<file path="src/logic/fspc_regs.svh">
/*
  register offsets, field positions, reset values and masks of the flash
  self-programming control block.
  assumes byte-wide register access at 20-bit cpu addresses.
*/
`ifndef FSPC_REGS_SVH
`define FSPC_REGS_SVH
// Overview of operation
// - mode control register resets to 0x08: code area, inhibited, read mode.
// - area select bit 0 targets code flash, 1 targets data flash.
// - inhibit bit 0 allows write and erase, 1 blocks both.
// - mode bit 0 is normal read, 1 is self-programming.
// - frequency and command registers reset to 0x00, sequencer stopped.
// - 5-bit frequency code is MHz minus one, 1 to 16 MHz.
// - start bit written 1 runs the command, written 0 stops it.
// - command 000 means none; only 000, 001, 100 are legal.
// - command 001 writes the 4-byte buffer word at the pointer address.
// - command 100 erases blocks from pointer block through end block.
// - end flag sets at finish, clears only after start bit cleared.
// - sequencer and erase error flags hold until next activation.
// - start holds the cpu in wait until the operation ends.
// - four buffer byte registers form the 32-bit write word.

`define FSPC_ADDR_FREQ    20'hf00be
`define FSPC_ADDR_MODE    20'hf00c0
`define FSPC_ADDR_CMD     20'hf00c1
`define FSPC_ADDR_PTR_L   20'hf00c2
`define FSPC_ADDR_PTR_H   20'hf00c3
`define FSPC_ADDR_END_L   20'hf00c4
`define FSPC_ADDR_END_H   20'hf00c5
`define FSPC_ADDR_STAT_L  20'hf00c6
`define FSPC_ADDR_STAT_H  20'hf00c7
`define FSPC_ADDR_WB0     20'hf00c8

`define FSPC_MODE_RESET   8'h08
`define FSPC_FREQ_RESET   8'h00
`define FSPC_CMD_RESET    8'h00
`define FSPC_MODE_WMASK   8'h2a
`define FSPC_FREQ_WMASK   8'h1f
`define FSPC_CMD_WMASK    8'h87

`define FSPC_AREA_BIT     5
`define FSPC_INHIBIT_BIT  3
`define FSPC_SPM_BIT      1
`define FSPC_START_BIT    7
`define FSPC_END_BIT      6
`define FSPC_SEQERR_BIT   4
`define FSPC_WRERR_BIT    1
`define FSPC_ERERR_BIT    0

`define FSPC_FREQ_MAX     5'h0f
`define FSPC_BLK_CODE     16'h0400
`define FSPC_BLK_DATA     16'h0200
`define FSPC_SHIFT_CODE   10
`define FSPC_SHIFT_DATA   9
`endif

</file>
<file path="src/logic/fspc_pkg.sv">
/*
  types shared by the flash self-programming control modules.
  assumes nothing beyond a systemverilog compiler.
*/
`default_nettype none
package fspc_pkg;
  typedef enum logic [2:0] {
    FSPC_CMD_NONE  = 3'b000,
    FSPC_CMD_WRITE = 3'b001,
    FSPC_CMD_ERASE = 3'b100
  } fspc_cmd_type;

  typedef enum logic [1:0] {
    FSPC_ST_IDLE  = 2'b00,
    FSPC_ST_ISSUE = 2'b01,
    FSPC_ST_WAIT  = 2'b10,
    FSPC_ST_DONE  = 2'b11
  } fspc_state_type;
endpackage
`default_nettype wire

</file>
<file path="src/logic/fspc_seq_if.sv">
/*
  carrier between the register file and the sequencer engine.
  assumes both ends share clk and rst_n.
*/
`timescale 1ns/100ps
`default_nettype none
interface fspc_seq_if;
  logic        start;
  logic [2:0]  cmd;
  logic        area;
  logic        inhibit;
  logic        spm;
  logic [4:0]  freq;
  logic [15:0] ptr;
  logic [15:0] end_addr;
  logic [31:0] wdata;
  logic        act;
  logic        done;
  logic        seq_err;
  logic        wr_err;
  logic        er_err;
  logic        busy;

  modport ctrl (output start, cmd, area, inhibit, spm, freq, ptr, end_addr, wdata,
                input act, done, seq_err, wr_err, er_err, busy);
  modport engine (input start, cmd, area, inhibit, spm, freq, ptr, end_addr, wdata,
                  output act, done, seq_err, wr_err, er_err, busy);
endinterface
`default_nettype wire

</file>
<file path="src/logic/fspc_engine.sv">
/*
  sequencer engine: checks the setup, issues write or block erase requests
  to the flash array and reports activation, end and errors.
  assumes the array holds flash_ack high for one cycle per request.
*/
`timescale 1ns/100ps
`default_nettype none
`include "fspc_regs.svh"
module fspc_engine (
  input  wire logic  clk,
  input  wire logic  rst_n,
  fspc_seq_if.engine seq,
  output logic       flash_req,
  output logic       flash_erase,
  output logic       flash_area,
  output logic [15:0] flash_addr,
  output logic [31:0] flash_wdata,
  output logic [4:0] flash_freq,
  input  wire logic  flash_ack,
  input  wire logic  flash_fail
);
  import fspc_pkg::*;

  fspc_state_type state;
  fspc_state_type next_state;
  logic [15:0]    cur;
  logic [15:0]    end_q;
  logic [15:0]    cur_blk;
  logic [15:0]    end_blk;
  logic           cfg_ok;
  logic           go;
  logic           reject;
  logic           fin;
  logic           abort;

  // ==========================================================
  // decision
  assign cur_blk = flash_area ? (cur >> `FSPC_SHIFT_DATA) : (cur >> `FSPC_SHIFT_CODE);
  assign end_blk = flash_area ? (end_q >> `FSPC_SHIFT_DATA) : (end_q >> `FSPC_SHIFT_CODE);
  assign cfg_ok  = seq.spm && !seq.inhibit
                   && seq.freq <= `FSPC_FREQ_MAX
                   && (seq.cmd == FSPC_CMD_WRITE || seq.cmd == FSPC_CMD_ERASE);

  always_comb begin
    next_state = state;
    go         = 1'b0;
    reject     = 1'b0;
    fin        = 1'b0;
    abort      = 1'b0;
    unique case (state)
      FSPC_ST_IDLE: begin
        if (seq.start) begin
          go         = cfg_ok;
          reject     = !cfg_ok;
          next_state = cfg_ok ? FSPC_ST_ISSUE : FSPC_ST_DONE;
        end
      end
      FSPC_ST_ISSUE: begin
        abort      = !seq.start;
        next_state = seq.start ? FSPC_ST_WAIT : FSPC_ST_IDLE;
      end
      FSPC_ST_WAIT: begin
        if (!seq.start) begin
          abort      = 1'b1;
          next_state = FSPC_ST_IDLE;
        end else if (flash_ack) begin
          if (flash_fail || !flash_erase || cur_blk >= end_blk) begin
            fin        = 1'b1;
            next_state = FSPC_ST_DONE;
          end else begin
            next_state = FSPC_ST_ISSUE;
          end
        end
      end
      FSPC_ST_DONE: begin
        if (!seq.start) begin
          next_state = FSPC_ST_IDLE;
        end
      end
    endcase
  end

  // ==========================================================
  // state and reports
  always_ff @(posedge clk or negedge rst_n) begin
    if (!rst_n) begin
      state       <= FSPC_ST_IDLE;
      seq.act     <= 1'b0;
      seq.done    <= 1'b0;
      seq.seq_err <= 1'b0;
      seq.wr_err  <= 1'b0;
      seq.er_err  <= 1'b0;
      seq.busy    <= 1'b0;
    end else begin
      state       <= next_state;
      seq.act     <= go || reject;
      seq.done    <= fin || reject;
      seq.seq_err <= reject;
      seq.wr_err  <= fin && flash_fail && !flash_erase;
      seq.er_err  <= fin && flash_fail && flash_erase;
      if (go) begin
        seq.busy <= 1'b1;
      end else if (fin || abort) begin
        seq.busy <= 1'b0;
      end
    end
  end

  // ==========================================================
  // flash request side
  always_ff @(posedge clk or negedge rst_n) begin
    if (!rst_n) begin
      flash_req   <= 1'b0;
      flash_erase <= 1'b0;
      flash_area  <= 1'b0;
      flash_addr  <= 16'h0000;
      flash_wdata <= 32'h0000_0000;
      flash_freq  <= 5'h00;
      cur         <= 16'h0000;
      end_q       <= 16'h0000;
    end else begin
      if (go) begin
        flash_erase <= (seq.cmd == FSPC_CMD_ERASE);
        flash_area  <= seq.area;
        flash_wdata <= seq.wdata;
        flash_freq  <= seq.freq;
        end_q       <= seq.end_addr;
        cur         <= seq.ptr;
      end
      if (state == FSPC_ST_ISSUE && seq.start) begin
        flash_req  <= 1'b1;
        flash_addr <= cur;
      end else if (abort || (state == FSPC_ST_WAIT && flash_ack)) begin
        flash_req <= 1'b0;
        cur       <= cur + (flash_area ? `FSPC_BLK_DATA : `FSPC_BLK_CODE);
      end
    end
  end
endmodule // fspc_engine
`default_nettype wire

</file>
<file path="src/logic/fspc_ctrl.sv">
/*
  flash self-programming control: byte registers on the cpu bus, status
  flags, cpu wait and the sequencer engine.
  assumes one byte access per cycle and a flash array answering requests.
*/
`timescale 1ns/100ps
`default_nettype none
`include "fspc_regs.svh"
module fspc_ctrl (
  input  wire logic        clk,
  input  wire logic        rst_n,
  input  wire logic [19:0] bus_addr,
  input  wire logic        bus_wr,
  input  wire logic        bus_rd,
  input  wire logic [7:0]  bus_wdata,
  output logic [7:0]       bus_rdata,
  output logic             cpu_wait,
  output logic             prog_mode,
  output logic             flash_req,
  output logic             flash_erase,
  output logic             flash_area,
  output logic [15:0]      flash_addr,
  output logic [31:0]      flash_wdata,
  output logic [4:0]       flash_freq,
  input  wire logic        flash_ack,
  input  wire logic        flash_fail
);
  import fspc_pkg::*;

  logic [7:0]  mode;
  logic [7:0]  freq;
  logic [7:0]  cmd_reg;
  logic [7:0]  wbuf [4];
  logic [15:0] ptr;
  logic [15:0] end_addr;
  logic        end_f;
  logic        seq_f;
  logic        wr_f;
  logic        er_f;
  logic [7:0]  rd_mux;
  logic        first_cyc;

  fspc_seq_if seq ();

  // ==========================================================
  // control registers
  always_ff @(posedge clk or negedge rst_n) begin
    if (!rst_n) begin
      mode <= `FSPC_MODE_RESET;
    end else if (bus_wr && bus_addr == `FSPC_ADDR_MODE) begin
      mode <= bus_wdata & `FSPC_MODE_WMASK;
    end
  end

  always_ff @(posedge clk or negedge rst_n) begin
    if (!rst_n) begin
      freq <= `FSPC_FREQ_RESET;
    end else if (bus_wr && bus_addr == `FSPC_ADDR_FREQ) begin
      freq <= bus_wdata & `FSPC_FREQ_WMASK;
    end
  end

  always_ff @(posedge clk or negedge rst_n) begin
    if (!rst_n) begin
      cmd_reg <= `FSPC_CMD_RESET;
    end else if (bus_wr && bus_addr == `FSPC_ADDR_CMD) begin
      cmd_reg <= bus_wdata & `FSPC_CMD_WMASK;
    end
  end

  always_ff @(posedge clk or negedge rst_n) begin
    if (!rst_n) begin
      prog_mode <= 1'b0;
    end else begin
      prog_mode <= mode[`FSPC_SPM_BIT];
    end
  end

  // ==========================================================
  // data, pointer and end address
  always_ff @(posedge clk or negedge rst_n) begin
    if (!rst_n) begin
      for (int i = 0; i < 4; i++) begin
        wbuf[i] <= 8'h00;
      end
    end else begin
      for (int i = 0; i < 4; i++) begin
        if (bus_wr && bus_addr == `FSPC_ADDR_WB0 + 20'(i)) begin
          wbuf[i] <= bus_wdata;
        end
      end
    end
  end

  always_ff @(posedge clk or negedge rst_n) begin
    if (!rst_n) begin
      ptr      <= 16'h0000;
      end_addr <= 16'h0000;
    end else if (bus_wr) begin
      if (bus_addr == `FSPC_ADDR_PTR_L) begin
        ptr[7:0] <= bus_wdata;
      end
      if (bus_addr == `FSPC_ADDR_PTR_H) begin
        ptr[15:8] <= bus_wdata;
      end
      if (bus_addr == `FSPC_ADDR_END_L) begin
        end_addr[7:0] <= bus_wdata;
      end
      if (bus_addr == `FSPC_ADDR_END_H) begin
        end_addr[15:8] <= bus_wdata;
      end
    end
  end

  // ==========================================================
  // status flags, set wins over clear
  always_ff @(posedge clk or negedge rst_n) begin
    if (!rst_n) begin
      end_f <= 1'b0;
    end else if (seq.done) begin
      end_f <= 1'b1;
    end else if (!cmd_reg[`FSPC_START_BIT]) begin
      end_f <= 1'b0;
    end
  end

  always_ff @(posedge clk or negedge rst_n) begin
    if (!rst_n) begin
      seq_f <= 1'b0;
      wr_f  <= 1'b0;
      er_f  <= 1'b0;
    end else begin
      seq_f <= seq.seq_err || (seq_f && !seq.act);
      wr_f  <= seq.wr_err || (wr_f && !seq.act);
      er_f  <= seq.er_err || (er_f && !seq.act);
    end
  end

  // ==========================================================
  // read port
  always_comb begin
    rd_mux = 8'h00;
    unique case (bus_addr)
      `FSPC_ADDR_FREQ:   rd_mux = freq;
      `FSPC_ADDR_MODE:   rd_mux = mode;
      `FSPC_ADDR_CMD:    rd_mux = cmd_reg;
      `FSPC_ADDR_PTR_L:  rd_mux = ptr[7:0];
      `FSPC_ADDR_PTR_H:  rd_mux = ptr[15:8];
      `FSPC_ADDR_END_L:  rd_mux = end_addr[7:0];
      `FSPC_ADDR_END_H:  rd_mux = end_addr[15:8];
      `FSPC_ADDR_STAT_L: begin
        rd_mux[`FSPC_SEQERR_BIT] = seq_f;
        rd_mux[`FSPC_WRERR_BIT]  = wr_f;
        rd_mux[`FSPC_ERERR_BIT]  = er_f;
      end
      `FSPC_ADDR_STAT_H: rd_mux[`FSPC_END_BIT] = end_f;
      `FSPC_ADDR_WB0:    rd_mux = wbuf[0];
      `FSPC_ADDR_WB0 + 20'h1: rd_mux = wbuf[1];
      `FSPC_ADDR_WB0 + 20'h2: rd_mux = wbuf[2];
      `FSPC_ADDR_WB0 + 20'h3: rd_mux = wbuf[3];
      default:           rd_mux = 8'h00;
    endcase
  end

  always_ff @(posedge clk or negedge rst_n) begin
    if (!rst_n) begin
      bus_rdata <= 8'h00;
    end else if (bus_rd) begin
      bus_rdata <= rd_mux;
    end
  end

  // ==========================================================
  // sequencer engine
  assign seq.start    = cmd_reg[`FSPC_START_BIT];
  assign seq.cmd      = cmd_reg[2:0];
  assign seq.area     = mode[`FSPC_AREA_BIT];
  assign seq.inhibit  = mode[`FSPC_INHIBIT_BIT];
  assign seq.spm      = mode[`FSPC_SPM_BIT];
  assign seq.freq     = freq[4:0];
  assign seq.ptr      = ptr;
  assign seq.end_addr = end_addr;
  assign seq.wdata    = {wbuf[3], wbuf[2], wbuf[1], wbuf[0]};
  assign cpu_wait     = seq.busy;

  fspc_engine fspc_engine_inst (
    .clk         (clk),
    .rst_n       (rst_n),
    .seq         (seq.engine),
    .flash_req   (flash_req),
    .flash_erase (flash_erase),
    .flash_area  (flash_area),
    .flash_addr  (flash_addr),
    .flash_wdata (flash_wdata),
    .flash_freq  (flash_freq),
    .flash_ack   (flash_ack),
    .flash_fail  (flash_fail)
  );

  // ==========================================================
  // checks
  always_ff @(posedge clk or negedge rst_n) begin
    if (!rst_n) begin
      first_cyc <= 1'b1;
    end else begin
      first_cyc <= 1'b0;
    end
  end
endmodule // fspc_ctrl
`default_nettype wire

</file>
<file path="config.mk">
export PLATFORM = sky130hd
export DESIGN_NAME = fspc_ctrl
export DESIGN_NICKNAME = d
export VERILOG_FILES = /design/src/logic/fspc_pkg.sv /design/src/logic/fspc_seq_if.sv /design/src/logic/fspc_engine.sv /design/src/logic/fspc_ctrl.sv
export VERILOG_INCLUDE_DIRS = /design/src /design/src/logic
export SDC_FILE = /design/constraint.sdc
export NUM_CORES = 1
export LEC_CHECK = 0
export ABC_CLOCK_PERIOD_IN_PS = 3850
export CAP_MARGIN = 5
export CORE_UTILIZATION = 30
export CTS_CLUSTER_SIZE = 8
export DETAILED_ROUTE_END_ITERATION = 7
export DONT_BUFFER_PORTS = 1
export PLACE_DENSITY = 0.45
export SKIP_LAST_GASP = 1
export SYNTH_ARGS = -nofsm -noshare
export SYNTH_HDL_FRONTEND = slang
export SYNTH_SLANG_ARGS = --single-unit
export TNS_END_PERCENT = 30
</file>
<file path="constraint.sdc">
create_clock -name clk -period 3.85 [get_ports clk]
set_input_delay 0 -clock clk [delete_from_list [all_inputs] [get_ports clk]]
set_output_delay 0 -clock clk [all_outputs]
set_load 0.03 [all_outputs]
</file>
==> metrics.txt, run 1 <==
outcome complete, but fails checks; failing checks design-rule violations, negative hold slack; Finished Core Util 35.0%; Max Fclk 377 MHz; clk buf depth 2; root cell of the clock tree clkbuf_16; combinational share of power 11.6%; Overflow after GRT 0; slowest cell on the critical path dfrtp_1; GRT Max-Usage Layer met2; r2r startpoint fspc_engine_inst.flash_area$_DFFE_PN0N_; nature of the critical path endpoint flip-flop; setup bufs post-CTS 0; Syn Inst Count 716; dominant delay contributor by cell family on the critical path flip-flops; register area share after synthesis 54.4%; DRT iter0 DRCs 333; crit-path cells mux2_2 > ha_1 > nand2b_1 > a211oi_1 > o31ai_1 > o21ai_0 > o21ai_0; CP dominant cell by count o21ai_0; Slew Viols, Final 0; pin count of the biggest net entering global routing 177; Max Cap Viol 0; final setup violation count 0; Min Clock Period, post-route 2.65 ns; Area Overhead vs Synth 13.5%; final antenna diode count 0; Pwr per Cell Area 451 mW/mm^2; setup TNS 0 ns; GRT met3 Usage 3.79%; Via density 5.23; Post-Syn Nets 765; met1 Track Usage GR 23.0%; Synth Register Bits 176; final instance area 0.00919 sq mm; CTS H-tree lvls 4; sw frac 26.8%; Total Power 4.14 mW; synthesized area 0.00809 sq mm; Final period util 68.8%; critical path startpoint category flip-flop; DIE HEIGHT 166 um; most instantiated cells after synthesis 175 x dfrtp_1, 161 x nand2_1, 111 x mux2_2; Clock power frac 41.1%; Worst VDD drop 0.000270 V; gp weighted congestion 0.894; RSZ-0062 raised after global routing no; R2R Path End fspc_engine_inst.seq.done$_DFF_PN0_; Synth cell types 58; DRT Wirelength 23.1 mm; number of CTS-inserted buffers 17; routed len/inst 21.5 um; worst rel slew slack 38.1%; top_reg_cell synth dfrtp_1; leading post-synthesis cells by cell area dfrtp_1 54%, mux2_2 15%, nand2_1 7.5%, ha_1 2.2%, mux2i_1 1.6%; Top-Level Pins 100; post-CTS resize count 0; Buf+Inv Stages, Crit Path 0; vias in the first global route 5833; GRT Total Usage 17.2%; max incr delay on CP 0.96 ns; clock-pin slew on the worst setup and hold paths 0.07 ns; # port buffers 0; initial core utilization 30.8%; Avg Inst Size Synth 11.3 sq um; final hold violations 176; Synth top area share 54.1%; top-count cell post-synth dfrtp_1; floorplan die area 0.0276 sq mm; EDFF count, synth 0; met2 global-route usage 27.0%; final hold slack -0.731 ns; # DRC 4; reg2reg path depth 7; DP Wirelength 15.9 mm; CTS tree done; Post-DRT Antenna Nets 0; layout cell share with drive strength beyond 1 22.6%; P_int 3.03 mW; critical path arrival 2.95 ns; area leader, netlist dfrtp_1; critical path fanouts, max 18; Slew @ Worst Pin 0.929 ns; nets 772; CTS Hold Bufs 21; synth warn 0; Post-DP Area 0.00840 sq mm; Async SR Flop Fraction 100%; Crit Path Class reg -> reg; R2R Setup Slk 1.20 ns; row count 59; Core ar. 0.0263 sq mm; antenna violations before repair 1; vias post-DR 5602; required time worst endpoint 4.15 ns; Flop pwr share 47.3%; LEAKAGE 4.48 nW; sw power 1.11 mW; worst skew pair latency 0.43 ns; Fill cells 2603; first-pass GRT wire length 36.1 mm; die width 166 um; clock sinks 176; Worst Hold Class in -> async; Initial DRT Pass Iterations 8; clk_skew 0.0126 ns
worst reg2reg max path: stages, from the launching register on:
cell and delay, ns:
dfrtp_1 0.96, mux2_2 0.42, ha_1 0.26, nand2b_1 0.15
a211oi_1 0.28, o31ai_1 0.13, o21ai_0 0.22, o21ai_0 0.12
per-stage QoR:
| stage | hold WS (ns) | setup WS (ns) | instances |
|---|---|---|---|
| 5_1_grt | -0.753 | 1.01 | 1071 |
| 3_3_place_gp | -0.288 | 1.28 | 1018 |
| 3_5_place_dp | -0.288 | 1.19 | 1018 |
| 4_1_cts | -0.746 | 1.19 | 1071 |
| 6_report | -0.731 | 1.20 | 1071 |
| 2_1_floorplan | -0.296 | 1.35 | 716 |
cell usage in the layout (no fill, tap or decap), types with 5 or more instances in the layout:
cell	synthesis	routed
nor2_1	19	19
mux2_2	111	111
inv_1	11	11
a31oi_1	7	7
clkbuf_16	0	17
and3_1	8	8
ha_1	14	14
a32oi_1	5	5
o21ai_0	19	19
a211oi_1	7	7
dlygate4sd3_1	0	21
a21oi_1	12	12
a21o_1	7	7
nand3b_1	7	7
nand2_1	161	161
mux2i_1	13	13
nand3_1	12	11
a22oi_1	5	5
nor2_2	5	5
nor3_1	7	7
nor2b_1	11	11
dfrtp_1	175	175
kinds of logic (layout without fill, tap and decap cells):
group / count (synthesis) / after routing / synth area share, %
compound gates: 93 / 93 / 8.04
xor+xnor: 1 / 1 / 0.108
fa+ha+maj: 15 / 15 / 2.41
buf+inv: 48 / 68 / 2.32
flops: 176 / 176 / 54.4
mux: 126 / 126 / 17.6
simple gates: 257 / 257 / 15.1
worst max path at each step:
stage                                            start                                   to  cells after the start
3_5_place_dp   fspc_engine_inst.flash_area$_DFFE_PN0N_  fspc_engine_inst.seq.done$_DFF_PN0_                      7
4_1_cts        fspc_engine_inst.flash_area$_DFFE_PN0N_  fspc_engine_inst.seq.done$_DFF_PN0_                      7
6_report       fspc_engine_inst.flash_area$_DFFE_PN0N_  fspc_engine_inst.seq.done$_DFF_PN0_                      7
2_1_floorplan  fspc_engine_inst.flash_area$_DFFE_PN0N_  fspc_engine_inst.seq.done$_DFF_PN0_                      9
5_1_grt        fspc_engine_inst.flash_area$_DFFE_PN0N_  fspc_engine_inst.seq.done$_DFF_PN0_                      7
3_3_place_gp   fspc_engine_inst.flash_area$_DFFE_PN0N_  fspc_engine_inst.seq.done$_DFF_PN0_                      7
routing by layer:
metal | share of wire, % | vias up
met5 | 0.056 | -
met4 | 2.8 | 2
met3 | 6.2 | 39
met2 | 46 | 185
met1 | 44 | 2842
li1 | - | 2534
power groups by stage:
stage / clock (mW) / sequential (mW) / combinational [mW]
6_report: 1.70 / 1.96 / 0.481
5_1_grt: 1.82 / 1.96 / 0.543
4_1_cts: 1.75 / 1.96 / 0.476
3_5_place_dp: 0 / 1.99 / 0.434
3_3_place_gp: 0 / 1.99 / 0.405
2_1_floorplan: 0 / 1.96 / 0.373
cell type report:
cell class              instances  area [sq um]  area share (%)
clock buffers                  21           470            5.12
repair buffers                 25           240            2.62
inverters                      11          41.3           0.449
multi-input cells             492          3500            38.1
flip-flops and latches        176          4410            48.0
clock inverters                11           106            1.16
well taps                     335           419            4.56
No activity file was read; power rests on OpenSTA's default activity.
==> inputs of run 2 (changes only) <==
- ABC_AREA: unset -> 1
- ABC_CLOCK_PERIOD_IN_PS: 3850 -> 2300
- PLACE_DENSITY: 0.45 -> 0.46
- clock period: 3.85 -> 2.3 ns (I/O delays scaled with it)
==> metrics.txt, run 2 <==
outcome complete, but fails checks; failing checks negative hold slack; synthesized area 0.00828 sq mm (+2.4%); Synth top area share 52.9% (-1.3 points); clock-pin slew on the worst setup and hold paths 0.07 ns (about the same); leading post-synthesis cells by cell area dfrtp_1 53%, nand2_1 15%, o21ai_0 8.0%, nand4_1 5.5%, inv_1 3.9%; clock sinks 176 (unchanged); DRT Wirelength 23.5 mm (+1.7%); dpl ws 0.179 ns (-1.01 ns); DP Wirelength 16.0 mm (+0.42%); CTS Hold Bufs 9 (-57%); Flop pwr share 46.7% (-0.6 points); area leader, netlist dfrtp_1; Async SR Flop Fraction 100% (unchanged); R2R Setup Slk 0.37 ns (-0.83 ns); sw power 1.89 mW (+70%); RSZ-0062 raised after global routing no; Synth Register Bits 176 (unchanged); Synth cell types 34 (-41%); LEAKAGE 4.54 nW (+1.3%); Worst Hold Class in -> async; dominant delay contributor by cell family on the critical path buffers and inverters; CP dominant cell by count nand2_1; clk buf depth 2 (unchanged); Initial DRT Pass Iterations 5 (-3); gp weighted congestion 0.849 (-5.0%); critical path arrival 2.30 ns (-0.65 ns); placed cells 1300 (+28%); Fill cells 2813 (+8.1%); Finished Core Util 34.5% (-0.46 points); Top-Level Pins 100 (unchanged); critical path startpoint category flip-flop; Slew @ Worst Pin 0.774 ns (-0.155 ns); Clock power frac 42.7% (+1.6 points); nature of the critical path endpoint flip-flop; slowest cell on the critical path inv_2; vias post-DR 6523 (+16%); Post-Syn Nets 1036 (+35%); worst rel slew slack 48.2% (+10 points); most frequent cells in the layout 321 x nand2_1, 174 x dfrtp_1, 133 x o21ai_0; layout cell share with drive strength beyond 1 7.30% (-15 points); Min Clock Period, post-route 1.93 ns (-0.723 ns); Syn Inst Count 987 (+38%); Max Fclk 519 MHz (+38%); CTS tree done; antenna violations before repair 0 (-1); Avg Inst Size Synth 8.39 sq um (-26%); Max Cap Viol 0 (unchanged); max incr delay on CP 0.46 ns (-0.50 ns); register area share after synthesis 53.2% (-1.3 points); top_reg_cell synth dfrtp_1; Via density 4.86 (-7.0%); initial core utilization 30.7% (-0.14 points); sw frac 27.1% (+0.26 points); fin cells 1341 (+25%); Buf+Inv Stages, Crit Path 3 (+3); # port buffers 0 (unchanged); EDFF count, synth 0 (unchanged); Slew Viols, Final 0 (unchanged); Area Overhead vs Synth 12.6%; Crit Path Class reg -> reg; final setup violation count 0 (unchanged); CTS H-tree lvls 4 (unchanged); first-pass GRT wire length 37.0 mm (+2.7%); combinational share of power 10.6% (-1.0 points); DRT iter0 DRCs 535 (+61%); row count 60 (+1.7%); setup TNS 0 ns (unchanged); Overflow after GRT 0 (unchanged); clk_skew 0.0143 ns (+0.00171 ns); P_int 5.08 mW (+68%); Pwr per Cell Area 747 mW/mm^2 (+66%); reg2reg path depth 8 (+1); die width 168 um (+1.2%); most instantiated cells after synthesis 321 x nand2_1, 175 x dfrtp_1, 133 x o21ai_0; GRT Total Usage 17.2% (+0.054 points); final hold slack -0.735 ns (-0.00378 ns); DIE HEIGHT 168 um (+1.2%); vias in the first global route 6292 (+7.9%); final hold violations 176 (unchanged); crit-path cells inv_1 > ha_1 > nand2_1 > nor2_4 > inv_2 > buf_12 > nand2_1 > nand2_1; required time worst endpoint 2.67 ns (-1.48 ns); pin count of the biggest net entering global routing 177 (unchanged); root cell of the clock tree clkbuf_16; post-route worst setup slack 0.373 ns (-0.827 ns); Final period util 83.8% (+15 points); top-count cell post-synth nand2_1; number of CTS-inserted buffers 17 (unchanged); final antenna diode count 0 (unchanged); synth warn 0 (unchanged); R2R Path End fspc_engine_inst.flash_wdata[13]$_DFFE_PN0N_; Post-DRT Antenna Nets 0 (unchanged); Worst VDD drop 0.000486 V (+80%); r2r startpoint fspc_engine_inst.state[1]$_DFFE_PN0P_; floorplan die area 0.0283 sq mm (+2.4%); worst skew pair latency 0.44 ns (about the same); nets 1036 (+34%); critical path fanouts, max 28 (+10); routed len/inst 17.5 um (-19%); # DRC 0 (-4); commonest non-fill, non-tap cell in the layout nand2_1; Core ar. 0.0270 sq mm (+2.8%)
-- run 2: cell count changes in the layout (fill, tap and decap cells not counted), moves of 18 or more --
cell / delta
inv_1: +74
mux2_2: -110
nand2_1: +160
nand4_1: +71
nor2_1: +38
o21ai_0: +114
o21ai_1: +18
-- run 2: worst max-delay path by stage --
| stage | cells past startpoint | startpoint | to | slack, ns |
|---|---|---|---|---|
| final | 8 | fspc_engine_inst.state[1]$_DFFE_PN0P_ | fspc_engine_inst.flash_wdata[13]$_DFFE_PN0N_ | 0.37 |
| after global routing | 8 | mode[1]$_DFFE_PN0P_ | fspc_engine_inst.cur[3]$_DFFE_PN0P_ | 0.15 |
| after CTS | 11 | fspc_engine_inst.flash_area$_DFFE_PN0N_ | fspc_engine_inst.seq.busy$_DFFE_PN0P_ | 0.18 |
| after detailed placement | 11 | fspc_engine_inst.flash_area$_DFFE_PN0N_ | fspc_engine_inst.seq.busy$_DFFE_PN0P_ | 0.18 |
| after global placement | 11 | fspc_engine_inst.flash_area$_DFFE_PN0N_ | fspc_engine_inst.seq.busy$_DFFE_PN0P_ | 0.23 |
| after floorplan | 13 | fspc_engine_inst.flash_area$_DFFE_PN0N_ | fspc_engine_inst.seq.busy$_DFFE_PN0P_ | 0.16 |
-- run 2: cell type report --
type | count | area [sq um] | area share, %
Tap cell | 341 | 427 | 4.58
Multi-Input combinational cell | 677 | 3300 | 35.4
Clock inverter | 13 | 153 | 1.64
Clock buffer | 19 | 443 | 4.75
Inverter | 87 | 327 | 3.50
Timing Repair Buffer | 28 | 270 | 2.90
Sequential cell | 176 | 4410 | 47.3
-- run 2: metal layers --
metal,up-vias,share of wire [%],track usage (%)
li1,3249,-,-
met1,3055,47,23.3
met2,197,46,27.5
met3,22,5.4,4.35
met4,0,1.5,4.55
met5,-,0,0
-- run 2: cells by family (layout without fill, tap and decap cells) --
kind of cell	Yosys count	in the layout	share of synthesized area (%)
DFF	176	176	53.2
xor gates and xnor gates	5	5	0.529
buffers and inverters	134	147	7.01
AOI/OAI and AO/OA	161	161	9.89
and+or+nand+nor	494	494	26.8
adders and majority gates	15	15	2.36
muxes	2	2	0.257
-- run 2: power groups by stage --
stage	clock network (mW)	registers (mW)	logic, mW
2_1_floorplan	0	3.27	0.537
3_3_place_gp	0	3.32	0.727
3_5_place_dp	0	3.31	0.724
4_1_cts	3.07	3.25	0.747
5_1_grt	3.17	3.27	0.858
6_report	2.98	3.25	0.738
-- run 2: stage by stage --
stage | total power [mW] | area (sq um) | hold WS, ns
global placement | 4.04 | 8640 | -0.286
detailed placement | 4.04 | 8640 | -0.288
global route | 7.30 | 9320 | -0.763
CTS | 7.07 | 9320 | -0.756
floorplan | 3.81 | 8280 | -0.296
finish | 6.97 | 9320 | -0.735
-- run 2: timing repair --
item | in CTS | in global routing
endpoints found under the hold margin | 259 | 176
buffers inserted | 0 | 0
setup endpoints to repair | 0 | 3
resized for setup | 0 | 1
==> inputs of run 3 (changes only) <==
- ABC_AREA: 1 -> 0
- ABC_CLOCK_PERIOD_IN_PS: 2300 -> 1900
- PLACE_DENSITY: 0.46 -> 0.45
- clock period: 2.3 -> 1.9 ns (I/O delays scaled with it)
==> metrics.txt, run 3 (synthesis results as in run 1) <==
outcome complete, but fails checks; failing checks design-rule violations, negative hold slack, negative setup slack; Max Fclk 513 MHz (-1.1%); die width 166 um (-1.2%); Core ar. 0.0263 sq mm (-2.8%); first-pass GRT wire length 37.4 mm (+0.93%); critical path fanouts, max 6 (-79%); clk buf depth 2 (unchanged); vias in the first global route 6197 (-1.5%); final hold violations 176 (unchanged); antenna violations before repair 0 (unchanged); worst rel slew slack 56.1% (+7.9 points); Slew Viols, Final 0 (unchanged); root cell of the clock tree clkbuf_16; R2R Setup Slk -0.05 ns (-0.42 ns); Finished Core Util 37.7% (+3.2 points); Min Clock Period, post-route 1.95 ns (+0.0209 ns); clk_skew 0.0122 ns (-0.00211 ns); CTS Hold Bufs 19 (+10); FF+latch area 0.00441 sq mm (unchanged); # DRC 3 (+3); DP Wirelength 16.5 mm (+3.0%); Post-DP Area 0.00888 sq mm (+2.8%); nets 820 (-21%); final instance area 0.00990 sq mm (+6.2%); routed len/inst 21.3 um (+22%); R2R Path End fspc_engine_inst.state[1]$_DFFE_PN0P_; GRT Total Usage 17.7% (+0.43 points); Worst Hold Class in -> async; # port buffers 0 (unchanged); vias post-DR 5778 (-11%); RSZ-0062 raised after global routing yes; critical path arrival 2.25 ns (-0.05 ns); row count 59 (-1.7%); dpl ws -0.271 ns (-0.450 ns); CTS H-tree lvls 4 (unchanged); required time worst endpoint 2.21 ns (-0.46 ns); number of CTS-inserted buffers 17 (unchanged); reg2reg path depth 8 (unchanged); Total Power 9.06 mW (+30%); Area Overhead vs Synth 22.3%; nature of the critical path endpoint flip-flop; Slew @ Worst Pin 0.657 ns (-0.118 ns); pin count of the biggest net entering global routing 177 (unchanged); multi-input logic area 0.00373 sq mm (+13%); Final period util 103% (+19 points); layout cell share with drive strength beyond 1 31.4% (+24 points); Worst VDD drop 0.000540 V (+11%); DRT iter0 DRCs 328 (-39%); CTS tree done; Overflow after GRT 0 (unchanged); Max Cap Viol 0 (unchanged); DIE HEIGHT 166 um (-1.2%); LEAKAGE 4.79 nW (+5.6%); Crit Path Class reg -> reg; Post-DRT Antenna Nets 0 (unchanged); initial core utilization 30.8% (+0.14 points); final setup violation count 4 (+4); gp weighted congestion 0.877 (+3.2%); Via density 5.16 (+6.2%); setup TNS -0.137 ns (-0.137 ns); critical path startpoint category flip-flop; Pwr per Cell Area 915 mW/mm^2 (+22%); post-route worst setup slack -0.0479 ns (-0.421 ns); DRT Wirelength 23.8 mm (+1.5%); Initial DRT Pass Iterations 7 (+2); floorplan die area 0.0276 sq mm (-2.3%); clock-pin slew on the worst setup and hold paths 0.07 ns (about the same); worst skew pair latency 0.42 ns (-0.02 ns); clock sinks 176 (unchanged); Fill cells 2617 (-7.0%); final antenna diode count 0 (unchanged); commonest non-fill, non-tap cell in the layout dfrtp_1; final hold slack -0.726 ns (+0.00932 ns); Top-Level Pins 100 (unchanged); r2r startpoint fspc_engine_inst.flash_area$_DFFE_PN0N_; most frequent cells in the layout 174 x dfrtp_1, 159 x nand2_1, 107 x mux2_2
==> run 3: layout make-up <==
class	instances	share of cell area, %
timing repair buffer	73	7.01
sequential	176	44.5
tap	335	4.23
inverter	11	0.455
clock inverter	10	1.30
multi-input combinational	492	37.7
clock buffer	22	4.79
==> run 3: how the worst max path moves through the flow <==
stage                                                       start                                    end  slack, ns  cells past startpoint
after floorplan           fspc_engine_inst.flash_area$_DFFE_PN0N_  fspc_engine_inst.seq.busy$_DFFE_PN0P_      -0.08                      8
after global routing      fspc_engine_inst.flash_area$_DFFE_PN0N_  fspc_engine_inst.state[1]$_DFFE_PN0P_      -0.13                      8
after detailed placement  fspc_engine_inst.flash_area$_DFFE_PN0N_  fspc_engine_inst.seq.busy$_DFFE_PN0P_      -0.27                      8
final                     fspc_engine_inst.flash_area$_DFFE_PN0N_  fspc_engine_inst.state[1]$_DFFE_PN0P_      -0.05                      8
after CTS                 fspc_engine_inst.flash_area$_DFFE_PN0N_  fspc_engine_inst.seq.busy$_DFFE_PN0P_      -0.05                      8
after global placement    fspc_engine_inst.flash_area$_DFFE_PN0N_  fspc_engine_inst.seq.busy$_DFFE_PN0P_      -0.19                      8
==> run 3: critical path, cell delays in order, from the launching register on <==
cell and delay (ns):
dfrtp_2 0.41, buf_6 0.14, buf_6 0.11, mux2_4 0.31, ha_4 0.25, a211oi_4 0.28, o31ai_4 0.09, o211ai_1 0.17
a21oi_1 0.08
==> run 3: metrics by stage <==
step	hold slack [ns]	std cells
3_5_place_dp	-0.291	1061
4_1_cts	-0.744	1114
2_1_floorplan	-0.296	716
6_report	-0.726	1119
3_3_place_gp	-0.289	1061
5_1_grt	-0.749	1119
==> run 3: per-layer routing <==
layer / track usage, % / vias to the layer above / part of all wire [%]
met5: 0 / - / 0
met4: 6.68 / 0 / 2.7
met3: 3.41 / 30 / 4.3
met2: 28.9 / 136 / 48
met1: 23.2 / 2969 / 45
li1: - / 2643 / -
==> run 3: what timing repair did <==
item,4_1_cts,5_1_grt
cloned,0,1
gates resized for setup,18,19
endpoints found under the hold margin,266,176
setup endpoints to repair,16,52
buffers inserted,3,4
pin swaps,6,5
==> run 3: report_power, final <==
| group | switching [mW] | internal (mW) |
|---|---|---|
| Clock | 1.51 | 2.06 |
| Sequential | 0.105 | 3.83 |
| Combinational | 0.799 | 0.747 |
| Total | 2.42 | 6.64 |
